$ cat src/logic/fault_rec_pkg.sv
// Shared constants, record layout and state encoding of the fault event recorder
package fault_rec_pkg;

    // ----------------------------------------------------------------
    // Widths and store size
    // ----------------------------------------------------------------
    localparam int unsigned REC_DEPTH = 20;
    localparam int unsigned PTR_W = 5;
    localparam int unsigned MOD_W = 4;
    localparam int unsigned CNT_W = 16;
    localparam int unsigned TIME_W = 32;
    localparam int unsigned MEAS_W = 32;
    localparam int unsigned SET_W = 2;
    localparam int unsigned ADAPT_W = 4;
    localparam int unsigned DLY_W = 16;
    localparam int unsigned ADDR_W = 8;
    localparam int unsigned DATA_W = 32;

    // ----------------------------------------------------------------
    // Timing: durations are counted in ticks of 1 us
    // ----------------------------------------------------------------
    localparam int unsigned CLK_PERIOD_PS = 5000;
    localparam int unsigned TICK_PS = 1000000;
    localparam int unsigned TICK_CYCLES = TICK_PS / CLK_PERIOD_PS;
    localparam int unsigned TICK_W = 8;

    // ----------------------------------------------------------------
    // Register offsets (byte addresses)
    // ----------------------------------------------------------------
    localparam logic [ADDR_W-1:0] OFS_CTRL = 8'h00;
    localparam logic [ADDR_W-1:0] OFS_DELAY = 8'h04;
    localparam logic [ADDR_W-1:0] OFS_STATUS = 8'h08;
    localparam logic [ADDR_W-1:0] OFS_SEL = 8'h0C;
    localparam logic [ADDR_W-1:0] OFS_NUMBERS = 8'h10;
    localparam logic [ADDR_W-1:0] OFS_DURATION = 8'h14;
    localparam logic [ADDR_W-1:0] OFS_TTT = 8'h18;
    localparam logic [ADDR_W-1:0] OFS_INFO = 8'h1C;
    localparam logic [ADDR_W-1:0] OFS_STAMP = 8'h20;
    localparam logic [ADDR_W-1:0] OFS_MEAS = 8'h24;

    // ----------------------------------------------------------------
    // Field positions and reset values
    // ----------------------------------------------------------------
    localparam int unsigned CTRL_MODE_BIT = 0;
    localparam int unsigned STAT_NEW_BIT = 0;
    localparam int unsigned STAT_ACTIVE_BIT = 1;
    localparam int unsigned STAT_COUNT_LSB = 8;
    localparam logic MODE_RST = 1'b1;
    localparam logic [DLY_W-1:0] DELAY_RST = 16'h0000;

    // ----------------------------------------------------------------
    // Record layout and control states
    // ----------------------------------------------------------------
    typedef struct packed {
        logic [TIME_W-1:0] stamp;
        logic [CNT_W-1:0] fault_no;
        logic [CNT_W-1:0] grid_no;
        logic [TIME_W-1:0] duration;
        logic [TIME_W-1:0] ttt;
        logic ttt_valid;
        logic tripped;
        logic [MOD_W-1:0] pick_id;
        logic [MOD_W-1:0] trip_id;
        logic [SET_W-1:0] param_set;
        logic adapt_valid;
        logic [ADAPT_W-1:0] adapt_set;
        logic [MEAS_W-1:0] meas;
    } rec_s;

    localparam int unsigned INFO_W = 2 + 2 * MOD_W + SET_W + 1 + ADAPT_W;

    typedef enum logic [1:0] {
        ST_IDLE = 2'b00,
        ST_ACTIVE = 2'b01,
        ST_WAIT = 2'b11,
        ST_COMMIT = 2'b10
    } fsm_e;

endpackage

$ cat src/logic/rec_store.sv
// Record store: simple dual-port memory with registered read data
`timescale 1ns/1ps
module rec_store #(
    parameter int unsigned WIDTH = 8,
    parameter int unsigned DEPTH = 20,
    parameter int unsigned AW = 5
) (
    // Clock
    input wire logic core_clk_i,
    // Write port
    input wire logic we_i,
    input wire logic [AW-1:0] waddr_i,
    input wire logic [WIDTH-1:0] wdata_i,
    // Read port
    input wire logic [AW-1:0] raddr_i,
    output logic [WIDTH-1:0] rdata_o
);

    logic [WIDTH-1:0] mem [DEPTH];

    // No reset on the array: older records are volatile by nature
    always_ff @(posedge core_clk_i) begin
        if (we_i) begin
            mem[waddr_i] <= wdata_i;
        end
        rdata_o <= mem[raddr_i];
    end

endmodule // rec_store

$ cat src/logic/fault_event_recorder.sv
// Fault event recorder: fault capture, record store and APB register slave
//
// Local design decisions: the APB register port and the register offsets.
`timescale 1ns/1ps

// Notes on behaviour
// - A new record starts when the combined pickup rises.
// - Combined pickup is the OR of all module pickups.
// - Combined trip is the OR of all module trips.
// - Measurements are snapshot at the first trip decision.
// - A nonzero capture delay postpones the snapshot by that delay.
// - Alarms-and-trips mode stores every fault, tripped or not.
// - Trips-only mode drops faults that never tripped.
// - New-fault notice rises at a kept commit, after pickup fall and any delayed snapshot; sel keeps its value, so the newest record is presented only at sel 0.
// - The store holds at most 20 records.
// - A full store overwrites its oldest record first.
// - The newest record is also held in a fail-safe copy.
// - Duration runs from combined pickup rise to its fall.
// - Time to trip runs from first pickup to first trip.
// - Time to trip is invalid when pickup and trip modules differ.
// - Fault number increments on each fault and is recorded.
// - Grid-fault number increments too, except during auto-reclose.
// - Record holds the module that picked up first.
// - Record holds the module that tripped first.
// - Record holds time stamp, parameter set and adaptive set.
// - Record holds a flag telling whether the fault tripped.
// - Record holds measured values from the snapshot point.
module fault_event_recorder #(
    parameter int unsigned N_PROT = 8
) (
    // Clock and reset
    input wire logic core_clk_i,
    input wire logic resetn_i,
    // APB slave
    input wire logic psel_i,
    input wire logic penable_i,
    input wire logic pwrite_i,
    input wire logic [fault_rec_pkg::ADDR_W-1:0] paddr_i,
    input wire logic [fault_rec_pkg::DATA_W-1:0] pwdata_i,
    output logic pready_o,
    output logic [fault_rec_pkg::DATA_W-1:0] prdata_o,
    output logic pslverr_o,
    // Protection modules
    input wire logic [N_PROT-1:0] pickup_i,
    input wire logic [N_PROT-1:0] trip_i,
    input wire logic auto_reclose_i,
    // Context and measurements
    input wire logic [fault_rec_pkg::TIME_W-1:0] time_stamp_i,
    input wire logic [fault_rec_pkg::SET_W-1:0] param_set_i,
    input wire logic adaptive_en_i,
    input wire logic [fault_rec_pkg::ADAPT_W-1:0] active_adaptive_set_i,
    input wire logic [fault_rec_pkg::MEAS_W-1:0] meas_i,
    // Display
    output logic new_fault_o,
    output logic fault_active_o
);

    // ----------------------------------------------------------------
    // Helper functions
    // ----------------------------------------------------------------
    function automatic logic [fault_rec_pkg::MOD_W-1:0] first_index(
        input logic [N_PROT-1:0] v);
        logic [fault_rec_pkg::MOD_W-1:0] idx;
        idx = '0;
        for (int i = N_PROT - 1; i >= 0; i--) begin
            if (v[i]) begin
                idx = fault_rec_pkg::MOD_W'(i);
            end
        end
        return idx;
    endfunction

    function automatic logic [fault_rec_pkg::TIME_W-1:0] sat_inc(
        input logic [fault_rec_pkg::TIME_W-1:0] v);
        return (&v) ? v : v + 1'b1;
    endfunction

    function automatic logic [fault_rec_pkg::PTR_W-1:0] ptr_inc(
        input logic [fault_rec_pkg::PTR_W-1:0] p);
        logic [fault_rec_pkg::PTR_W-1:0] r;
        r = p + 1'b1;
        if (p == fault_rec_pkg::PTR_W'(fault_rec_pkg::REC_DEPTH - 1)) begin
            r = '0;
        end
        return r;
    endfunction

    // Slot holding the record that lies sel places behind the newest
    function automatic logic [fault_rec_pkg::PTR_W-1:0] slot_of(
        input logic [fault_rec_pkg::PTR_W-1:0] wr,
        input logic [fault_rec_pkg::PTR_W-1:0] sel);
        logic [fault_rec_pkg::PTR_W:0] t;
        t = {1'b0, wr} + (fault_rec_pkg::PTR_W + 1)'(fault_rec_pkg::REC_DEPTH - 1)
            - {1'b0, sel};
        if (t >= (fault_rec_pkg::PTR_W + 1)'(fault_rec_pkg::REC_DEPTH)) begin
            t = t - (fault_rec_pkg::PTR_W + 1)'(fault_rec_pkg::REC_DEPTH);
        end
        return t[fault_rec_pkg::PTR_W-1:0];
    endfunction

    // ----------------------------------------------------------------
    // State
    // ----------------------------------------------------------------
    typedef struct packed {
        fault_rec_pkg::fsm_e fsm;
        logic mode;
        logic [fault_rec_pkg::DLY_W-1:0] dly;
        logic [fault_rec_pkg::PTR_W-1:0] sel;
        logic new_fault;
        logic [fault_rec_pkg::TICK_W-1:0] tick_cnt;
        logic tick;
        logic [fault_rec_pkg::CNT_W-1:0] fault_no;
        logic [fault_rec_pkg::CNT_W-1:0] grid_no;
        fault_rec_pkg::rec_s cur;
        logic trip_seen;
        logic meas_wait;
        logic [fault_rec_pkg::DLY_W-1:0] dly_cnt;
        logic [fault_rec_pkg::PTR_W-1:0] wr_ptr;
        logic [fault_rec_pkg::PTR_W:0] count;
        fault_rec_pkg::rec_s nv;
        logic pready;
        logic [fault_rec_pkg::DATA_W-1:0] prdata;
        logic pslverr;
    } st_s;

    st_s s;
    st_s n;

    logic any_pickup;
    logic any_trip;
    logic keep;
    logic mem_we;
    fault_rec_pkg::rec_s mem_rdata;
    fault_rec_pkg::rec_s rsel;
    logic [fault_rec_pkg::MOD_W-1:0] trip_idx;

    assign any_pickup = |pickup_i;
    assign any_trip = |trip_i;
    assign trip_idx = first_index(trip_i);
    assign keep = s.mode | s.cur.tripped;
    assign mem_we = (s.fsm == fault_rec_pkg::ST_COMMIT) && keep;
    // Slot 0 comes from the fail-safe copy, a register that reset clears with the rest of the state
    assign rsel = (s.sel == '0) ? s.nv : mem_rdata;

    // ----------------------------------------------------------------
    // Record store
    // ----------------------------------------------------------------
    rec_store #(
        .WIDTH($bits(fault_rec_pkg::rec_s)),
        .DEPTH(fault_rec_pkg::REC_DEPTH),
        .AW(fault_rec_pkg::PTR_W)
    ) u_store (
        .core_clk_i(core_clk_i),
        .we_i(mem_we),
        .waddr_i(s.wr_ptr),
        .wdata_i(s.cur),
        .raddr_i(slot_of(s.wr_ptr, s.sel)),
        .rdata_o(mem_rdata)
    );

    // ----------------------------------------------------------------
    // Next-state logic
    // ----------------------------------------------------------------
    always_comb begin
        n = s;

        // Microsecond tick for all time measurements
        n.tick = 1'b0;
        n.tick_cnt = s.tick_cnt + 1'b1;
        if (s.tick_cnt == fault_rec_pkg::TICK_W'(fault_rec_pkg::TICK_CYCLES - 1)) begin
            n.tick_cnt = '0;
            n.tick = 1'b1;
        end

        case (s.fsm)
            fault_rec_pkg::ST_IDLE: begin
                // Idle implies pickup was low since the last commit, so a high level is a rise
                if (any_pickup) begin
                    n.fsm = fault_rec_pkg::ST_ACTIVE;
                    n.fault_no = s.fault_no + 1'b1;
                    if (!auto_reclose_i) begin
                        n.grid_no = s.grid_no + 1'b1;
                    end
                    n.cur = '0;
                    n.cur.fault_no = n.fault_no;
                    n.cur.grid_no = n.grid_no;
                    n.cur.stamp = time_stamp_i;
                    n.cur.param_set = param_set_i;
                    n.cur.adapt_valid = adaptive_en_i;
                    n.cur.adapt_set = adaptive_en_i ? active_adaptive_set_i : '0;
                    n.cur.pick_id = first_index(pickup_i);
                    n.trip_seen = 1'b0;
                    n.meas_wait = 1'b0;
                end
            end
            fault_rec_pkg::ST_ACTIVE: begin
                if (s.tick) begin
                    n.cur.duration = sat_inc(s.cur.duration);
                    if (!s.trip_seen) begin
                        n.cur.ttt = sat_inc(s.cur.ttt);
                    end
                end
                if (any_trip && !s.trip_seen) begin
                    n.trip_seen = 1'b1;
                    n.cur.tripped = 1'b1;
                    n.cur.trip_id = trip_idx;
                    n.cur.ttt_valid = (trip_idx == s.cur.pick_id);
                    if (s.dly == '0) begin
                        n.cur.meas = meas_i;
                    end else begin
                        n.meas_wait = 1'b1;
                        n.dly_cnt = s.dly;
                    end
                end
                if (!any_pickup) begin
                    n.fsm = n.meas_wait ? fault_rec_pkg::ST_WAIT : fault_rec_pkg::ST_COMMIT;
                end
            end
            fault_rec_pkg::ST_WAIT: begin
                if (!s.meas_wait) begin
                    n.fsm = fault_rec_pkg::ST_COMMIT;
                end
            end
            fault_rec_pkg::ST_COMMIT: begin
                n.fsm = fault_rec_pkg::ST_IDLE;
                if (keep) begin
                    n.wr_ptr = ptr_inc(s.wr_ptr);
                    n.nv = s.cur;
                    n.new_fault = 1'b1;
                    if (s.count < (fault_rec_pkg::PTR_W + 1)'(fault_rec_pkg::REC_DEPTH)) begin
                        n.count = s.count + 1'b1;
                    end
                end
            end
            default: begin
                n.fsm = fault_rec_pkg::ST_IDLE;
            end
        endcase

        // Delayed snapshot may still be pending after pickup has dropped
        if (s.meas_wait && s.fsm != fault_rec_pkg::ST_IDLE) begin
            if (s.dly_cnt == '0) begin
                n.cur.meas = meas_i;
                n.meas_wait = 1'b0;
            end else if (s.tick) begin
                n.dly_cnt = s.dly_cnt - 1'b1;
            end
        end

        // APB: one wait state gives the store a cycle to read
        n.pready = psel_i && penable_i && !s.pready;
        n.pslverr = 1'b0;
        if (psel_i && penable_i && !s.pready) begin
            n.prdata = '0;
            n.pslverr = 1'b0;
            case (paddr_i)
                fault_rec_pkg::OFS_CTRL: n.prdata[fault_rec_pkg::CTRL_MODE_BIT] = s.mode;
                fault_rec_pkg::OFS_DELAY: n.prdata = fault_rec_pkg::DATA_W'(s.dly);
                fault_rec_pkg::OFS_STATUS: begin
                    n.prdata[fault_rec_pkg::STAT_NEW_BIT] = s.new_fault;
                    n.prdata[fault_rec_pkg::STAT_ACTIVE_BIT] = s.fsm[0];
                    n.prdata[fault_rec_pkg::STAT_COUNT_LSB +: fault_rec_pkg::PTR_W + 1] =
                        s.count;
                end
                fault_rec_pkg::OFS_SEL: n.prdata = fault_rec_pkg::DATA_W'(s.sel);
                fault_rec_pkg::OFS_NUMBERS: n.prdata = {rsel.grid_no, rsel.fault_no};
                fault_rec_pkg::OFS_DURATION: n.prdata = rsel.duration;
                fault_rec_pkg::OFS_TTT: n.prdata = rsel.ttt;
                fault_rec_pkg::OFS_INFO: n.prdata = fault_rec_pkg::DATA_W'({
                    rsel.adapt_valid, rsel.adapt_set, rsel.param_set,
                    rsel.trip_id, rsel.pick_id, rsel.tripped, rsel.ttt_valid});
                fault_rec_pkg::OFS_STAMP: n.prdata = rsel.stamp;
                fault_rec_pkg::OFS_MEAS: n.prdata = rsel.meas;
                default: n.pslverr = 1'b1;
            endcase
        end

        // Writes take effect at the edge where pready is sampled high
        if (psel_i && penable_i && s.pready && pwrite_i) begin
            case (paddr_i)
                fault_rec_pkg::OFS_CTRL: n.mode = pwdata_i[fault_rec_pkg::CTRL_MODE_BIT];
                fault_rec_pkg::OFS_DELAY: n.dly = pwdata_i[fault_rec_pkg::DLY_W-1:0];
                fault_rec_pkg::OFS_STATUS: begin
                    // A commit in the same cycle wins over the clear
                    if (pwdata_i[fault_rec_pkg::STAT_NEW_BIT] && !mem_we) begin
                        n.new_fault = 1'b0;
                    end
                end
                fault_rec_pkg::OFS_SEL: begin
                    if (pwdata_i[fault_rec_pkg::PTR_W-1:0] <
                        fault_rec_pkg::PTR_W'(fault_rec_pkg::REC_DEPTH)) begin
                        n.sel = pwdata_i[fault_rec_pkg::PTR_W-1:0];
                    end
                end
                default: ;
            endcase
        end
    end

    always_ff @(posedge core_clk_i) begin
        if (!resetn_i) begin
            s <= '0;
            s.mode <= fault_rec_pkg::MODE_RST;
            s.dly <= fault_rec_pkg::DELAY_RST;
        end else begin
            s <= n;
        end
    end

    assign pready_o = s.pready;
    assign prdata_o = s.prdata;
    assign pslverr_o = s.pslverr;
    assign new_fault_o = s.new_fault;
    assign fault_active_o = s.fsm[0];
endmodule // fault_event_recorder

$ cat config.mk
export PLATFORM = sky130hd
export DESIGN_NAME = fault_event_recorder
export DESIGN_NICKNAME = d
export VERILOG_FILES = /design/src/logic/fault_rec_pkg.sv /design/src/logic/rec_store.sv /design/src/logic/fault_event_recorder.sv
export SDC_FILE = /design/constraint.sdc
export NUM_CORES = 2
export LEC_CHECK = 0
export ABC_AREA = 0
export BUFFER_PORTS_ARGS = -buffer_cell sky130_fd_sc_hd__buf_2
export CAP_MARGIN = 20
export CORE_UTILIZATION = 50
export CTS_CLUSTER_SIZE = 28
export DETAILED_ROUTE_END_ITERATION = 12
export PLACE_DENSITY = 0.62
export REMOVE_ABC_BUFFERS = 1
export SYNTH_ARGS = -nofsm -noshare
export SYNTH_HDL_FRONTEND = slang
export SYNTH_SLANG_ARGS = --single-unit
export TNS_END_PERCENT = 100
$ cat constraint.sdc
create_clock -name core_clk_i -period 16.1 [get_ports core_clk_i]
set_clock_uncertainty 0.1 [all_clocks]
set_input_delay 1.61 -clock core_clk_i [delete_from_list [all_inputs] [get_ports core_clk_i]]
set_output_delay 1.61 -clock core_clk_i [all_outputs]
set_load 0.01 [all_outputs]
# --- After elaboration in Yosys (flattened, before gate mapping) ---
# Memories as Yosys holds them, arrays and structs flattened. A register that Yosys moved wholly into a read port is not among the register bits.
# Index checks and enable logic that the tools add are counted.
totals:
  ff_bits: 451
  latchBits: 0
  ram_bits: 3540
  mem_bits_ro: 0
  in_bits: 133
  out_inout_bits: 36
  word_cells: 177
  memories: 1
memory_table:
  columns: ["memory", "words", "width", "rd", "rd_clocked_by_memory_dff", "wr", "line", "rtl"]
  rows:
  - ["u_store.mem", 20, 177, 1, 1, 1, "rec_store.sv:19", "logic [WIDTH-1:0] mem [DEPTH];"]
op_classes:
  addsub: 11
  mul: 0
  n_div: 0
  order_cmp: 3
  eq_ne: 23
  n_shift: 0
  mux: 61
  n_bitwise: 2
  reduce_logical: 35
ops:
  columns: ["op", "count"]
  rows:
  - ["2-to-1 mux 32 bit", 6]
  - ["2-to-1 mux 177 bit", 1]
  - ["case mux 66 bit (2 select lines)", 1]
  - ["case mux 18 bit (7 select lines)", 1]
  - ["2-to-1 mux 115 bit", 1]
  - ["2-to-1 mux 50 bit", 2]
  - ["case mux 6 bit (8 select lines)", 2]
  - ["case mux 34 bit (2 select lines)", 1]
  - ["adder 32 x 1 -> 32 bit, second input constant", 2]
  - ["2-to-1 mux 16 bit", 4]
  - ["2-to-1 mux 4 bit", 16]
  - ["2-to-1 mux 64 bit", 1]
  - ["AND reduction 32 bit", 2]
  - ["2-to-1 mux 17 bit", 2]
  - ["adder 16 x 1 -> 16 bit, second input constant", 2]
  - ["== test 8 x 5 -> 1 bit, second input constant", 4]
  - ["logical NOT 16 bit", 2]
  - ["== test 8 x 4 -> 1 bit, second input constant", 2]
  - ["== test 8 x 6 -> 1 bit, second input constant", 2]
  - ["!= test 2 bit, second input constant", 8]
  - ["OR reduction 8 bit", 2]
  - ["subtractor 16 x 1 -> 16 bit, second input constant", 1]
  - ["AND reduction 3 bit", 4]
  - ["2-to-1 mux 1 bit", 11]
  - ["35 further kinds", 55]

# --- Longest topological paths before layout ---
depth:
  word_depth: 12
  depth_mapped: 15
  mapped_depth_nobuf: 13

# --- Cells and area by module ---
# A second synthesis with hierarchy kept.
unflattened:
  cells_unflattened: 9694
  hier_area_um2: 159575.5
by_module_without_submodules:
  columns: ["mod", "instances", "cells_per_inst", "area_per_inst_um2", "seq_area_each_um2"]
  rows:
  - ["rec_store", 1, 6970, 138544.1, 109845.4]
  - ["fault_event_recorder", 1, 2724, 21031.4, 8948.6]

# --- Worst setup path after synthesis ---
# OpenSTA, ideal clock, no wires.
synth_timing:
  path_type: "register -> register"
  startpoint: "register s[482] (netlist bit)"
  endpoint: "memory u_store.mem[8][0] (netlist bit) (enable)"
  setup_time_ps: 924
  arrival_time_ps: 13281
  t_required_ps: 15076
  slack_ps: 1795
  stages_incl_launch_ff: 8
  path_buffers: 3
  period_less_slack_ps: 14305
  cell_sequence: "dfxtp_1 > buf_2 > nor2b_1 > o21a_1 > clkbuf_1 > clkbuf_1 > nand2_1 > nor3_1"
synth_between:
  elab_chain_len: 4
synth_rtl:
  columns: ["element", "line", "rtl"]
  rows:
  - ["start, declared", "fault_event_recorder.sv:126", "st_s s;"]
  - ["start signal, assigned", "fault_event_recorder.sv:306", "s <= n;"]
  - ["== test 2 bit", "fault_event_recorder.sv:141", "assign mem_we = (s.fsm == fault_rec_pkg::ST_COMMIT) && keep;"]
  - ["logical AND 1 bit", "fault_event_recorder.sv:141", null]
  - ["2-to-1 mux 1 bit", "rec_store.sv:23", "if (we_i) begin"]
  - ["2-to-1 mux 1 bit (not written as such)", "rec_store.sv:24", "mem[waddr_i] <= wdata_i;"]
  - ["end, declared", "rec_store.sv:19", null]
# Every way passes these cells.

# --- Final worst setup path ---
layout_timing:
  startpoint: "register s[459] (netlist bit)"
  endpoint: "register u_store.rdata_o[17], read port of u_store.mem"
layout_between:
  elab_chain_len: 3
  word_cells_on_any_way: 4
  classes_between: "add/sub: 2; order compare: 1; mux: 1"
layout_rtl:
  columns: ["element", "line", "rtl"]
  rows:
  - ["subtractor 6 x 5 -> 6 bit (*)", "fault_event_recorder.sv:94", "- {1'b0, sel};"]
  - ["subtractor 5 bit / greater-or-equal comparator 6 x 5 -> 1 bit (equally long branches)", "fault_event_recorder.sv:96, fault_event_recorder.sv:95", null]
  - ["2-to-1 mux 5 bit (*)", "fault_event_recorder.sv:95", "if (t >= (fault_rec_pkg::PTR_W + 1)'(fault_rec_pkg::REC_DEPTH)) begin"]
  - ["end, declared", "rec_store.sv:16", "output logic [WIDTH-1:0] rdata_o"]
# Mark *: on every way between the ends. The rest lies on a longest branch, timed or not.
# A chain may end at the register's enable or synchronous reset.

==> out/results.ini <==
[timing]
setup_tns_ps=0
timing.final.crit_share_pct=41.8
min_period_ps=6730
slew_violations=0
setup_slack_ps=9370
hold_viol=0
fmax_ghz=0.149
timing.hold.ws_ps=350
tightest_slew_ps=1160
max_slew_margin_pct=22.4
rsz0062_at_grt=no
setup_viol=0

[global_route]
grt_use_total_pct=26.9
grt-ovfl-total=0
grt_pass1_wl_um=605000
grt_pass1_vias=83000
antenna_found_initial=27
grt_max_degree=129

[power_and_ir_drop]
ir_drop_mv=0.0998
p_int_mw=17.2
power_frac_seq_pct=54.0
p_sw_mw=4.28
power_density_nw_per_um2=122
clkPwrFrac_pct=45.3
p_comb_share_pct=0.7
p_sw_share_pct=20.0
p_leak_nw=55.6

[cells_and_area]
drive_gt1_share_pct=21.8
stdcell_area_um2=176000
layout.nets=8668
fillCellCount=23200
postLayoutCoreUtil_pct=56.8
area_delta_synth_final_pct=12.6

[clocking]
cts_tree=done
h-tree-depth=5
numCtsBuffers=410
clk_pin_slew_ps=60
cts_hold_buf=0
cts-root-buf=clkbuf_16
postCtsSetupBuffers=0
ctsResizeCount=0
cts.path.max_buffers=4
cts.sinks=4122
clk_latency_ps=980

[synth]
async_reset_ff_share_pct=0
synth_top_area_share_pct=67.2
ys_ff_latch=4122
netlist_instances=8255
synth.area.top_cells=edfxtp_1, mux4_2, dfxtp_1
avgSynthCellArea_um2=18.9
yosys_warnings=0
seq_area_frac_synth_pct=75.2
synth_top_cell_by_area=edfxtp_1
synthTopCellsByCount=edfxtp_1, mux4_2, nand2_1
synth_edf_count=3500
netlist_area_um2=156000
synth_cell_types=82
yosysMostFrequentCell=edfxtp_1
synth-main-ff-cell=edfxtp_1

[worst_hold_path]
hold_path_class=register to register
hold_start=s[450]

[die]
std_cell_rows=204
die_x_um=561
ios=169
fp.coreArea_um2=310000
fp.dieH_um=561
initial_core_util_pct=50.5
dieArea_um2=315000

[placed_design]
placed_area_um2=162000
dp_hpwl_um=218000
io_buffers=152
dp_slack_ps=9180
routabilityCongestion=0.841

[worst_setup_path]
path_max_fanout=42
timing.rr.start=s[459]
critPathCaptureType=register
worstPathCellList=inv_1, ha_4, buf_4, buf_4, buf_4, buf_4, buf_4, mux4_2, mux2i_1, o221ai_1
crit_path_top_delay_cell=buf_4
worstSetupPathType=register to register
critPathRequiredTime_ps=16790
critPathLaunch=s[459]
cp.arrival_ps=7420
critPathLaunchType=register
cp_common_cell=buf_4
max_stage_delay_ps=840

[drt]
drt_iter0_markers=10400
top_layer_used=met5
final_antenna_net_count=0
route.met2.wl_um=208000
viasPerCell=6.35
dr.pass1.iters=7
detail_route.wl_per_cell_um=32.8
routed_wl_um=426000
met3_wirelength_um=36500
via_count=82700
wl_met1_um=172000
drc_errors=0

[status]
status=finished, final reports clean

[run]
cap_violations=0

[sequential cells by signal, summed over array words and instances (netlist names)]
| signal | cells |
|---|---|
| u_store.mem | 3500 |
| s | 411 |
| u_store.rdata_o | 175 |
| prdata_o | 32 |
| fault_active_o | 1 |
| new_fault_o | 1 |
| pready_o | 1 |
| pslverr_o | 1 |
[final timing paths]
check | slack, ps | depth (start not counted) | end
worst min register to register | 350 | 1 | s[450]
worst max register to register | 9370 | 10 | u_store.rdata_o[17]
worst max-delay path | 9370 | 10 | u_store.rdata_o[17]
worst min-delay path | 350 | 1 | s[450]
[cell usage in the layout (no fill, tap or decap), types with 35 or more instances in the layout]
master	Yosys	final
nor3_1	47	40
clkinv_1	0	54
buf_2	53	152
mux4_2	883	883
nand4_1	38	38
a221oi_1	35	35
nor2_1	188	178
edfxtp_1	3500	3500
xnor2_1	39	39
nand3_1	100	97
clkinv_2	0	74
clkbuf_8	0	44
inv_1	37	35
a21oi_1	369	367
clkbuf_16	0	418
nand2_1	844	842
clkbuf_1	387	106
o21ai_0	35	35
xor2_1	56	56
dfxtp_1	622	622
o221ai_1	177	177
buf_4	33	175
bufinv_16	0	38
mux2i_1	441	441
[metrics by stage]
| stage | instances | total power, mW |
|---|---|---|
| floorplan | 7751 | 11.8 |
| global placement | 12200 | 11.9 |
| detailed placement | 12200 | 11.9 |
| CTS | 13000 | 21.6 |
| global route | 13000 | 22.0 |
| finish | 13000 | 21.4 |
[kinds of logic after synthesis]
kind of cell / count (synthesis) / share of synthesized area (%)
flip-flops: 4122 / 75.2
multiplexers: 1332 / 15.6
AO/OA/AOI/OAI: 767 / 3.26
AND/OR/NAND/NOR: 1374 / 3.81
XOR/XNOR: 96 / 0.542
adder cells (fa/ha/maj): 23 / 0.189
buffers and inverters: 541 / 1.43
[worst max-delay path, delay by kind of cell (launching register included)]
kind	cells	cell delay, ps
flip-flops	1	450
adder cells (fa/ha/maj)	1	720
multiplexers	2	820
buffers and inverters	6	4110
AO/OA/AOI/OAI	1	140
[power by group through the flow]
stage	clock [mW]	sequential, mW	combinational (mW)
after floorplan	0	11.8	0.0774
after global placement	0	11.8	0.152
after detailed placement	0	11.8	0.154
after CTS	9.84	11.6	0.154
after global routing	10.3	11.6	0.162
final	9.72	11.6	0.155
[final cells by class]
class | count | area, um2 | share of cell area, %
clock buffers | 568 | 11500 | 6.51
well taps | 4120 | 5150 | 2.93
flip-flops and latches | 4122 | 118000 | 66.7
clock inverters | 208 | 2360 | 1.34
inverters | 37 | 154 | 0.0874
diodes | 13 | 32.5 | 0.0185
repair buffers | 349 | 2490 | 1.41
multi-input cells | 3592 | 36900 | 21.0
[routing by layer]
layer	up-vias	track usage (%)
met4	2	6.76
li1	33800	-
met5	-	0
met3	646	4.61
met2	3911	44.4
met1	44300	37.4
No activity file was read; power rests on OpenSTA's default activity.
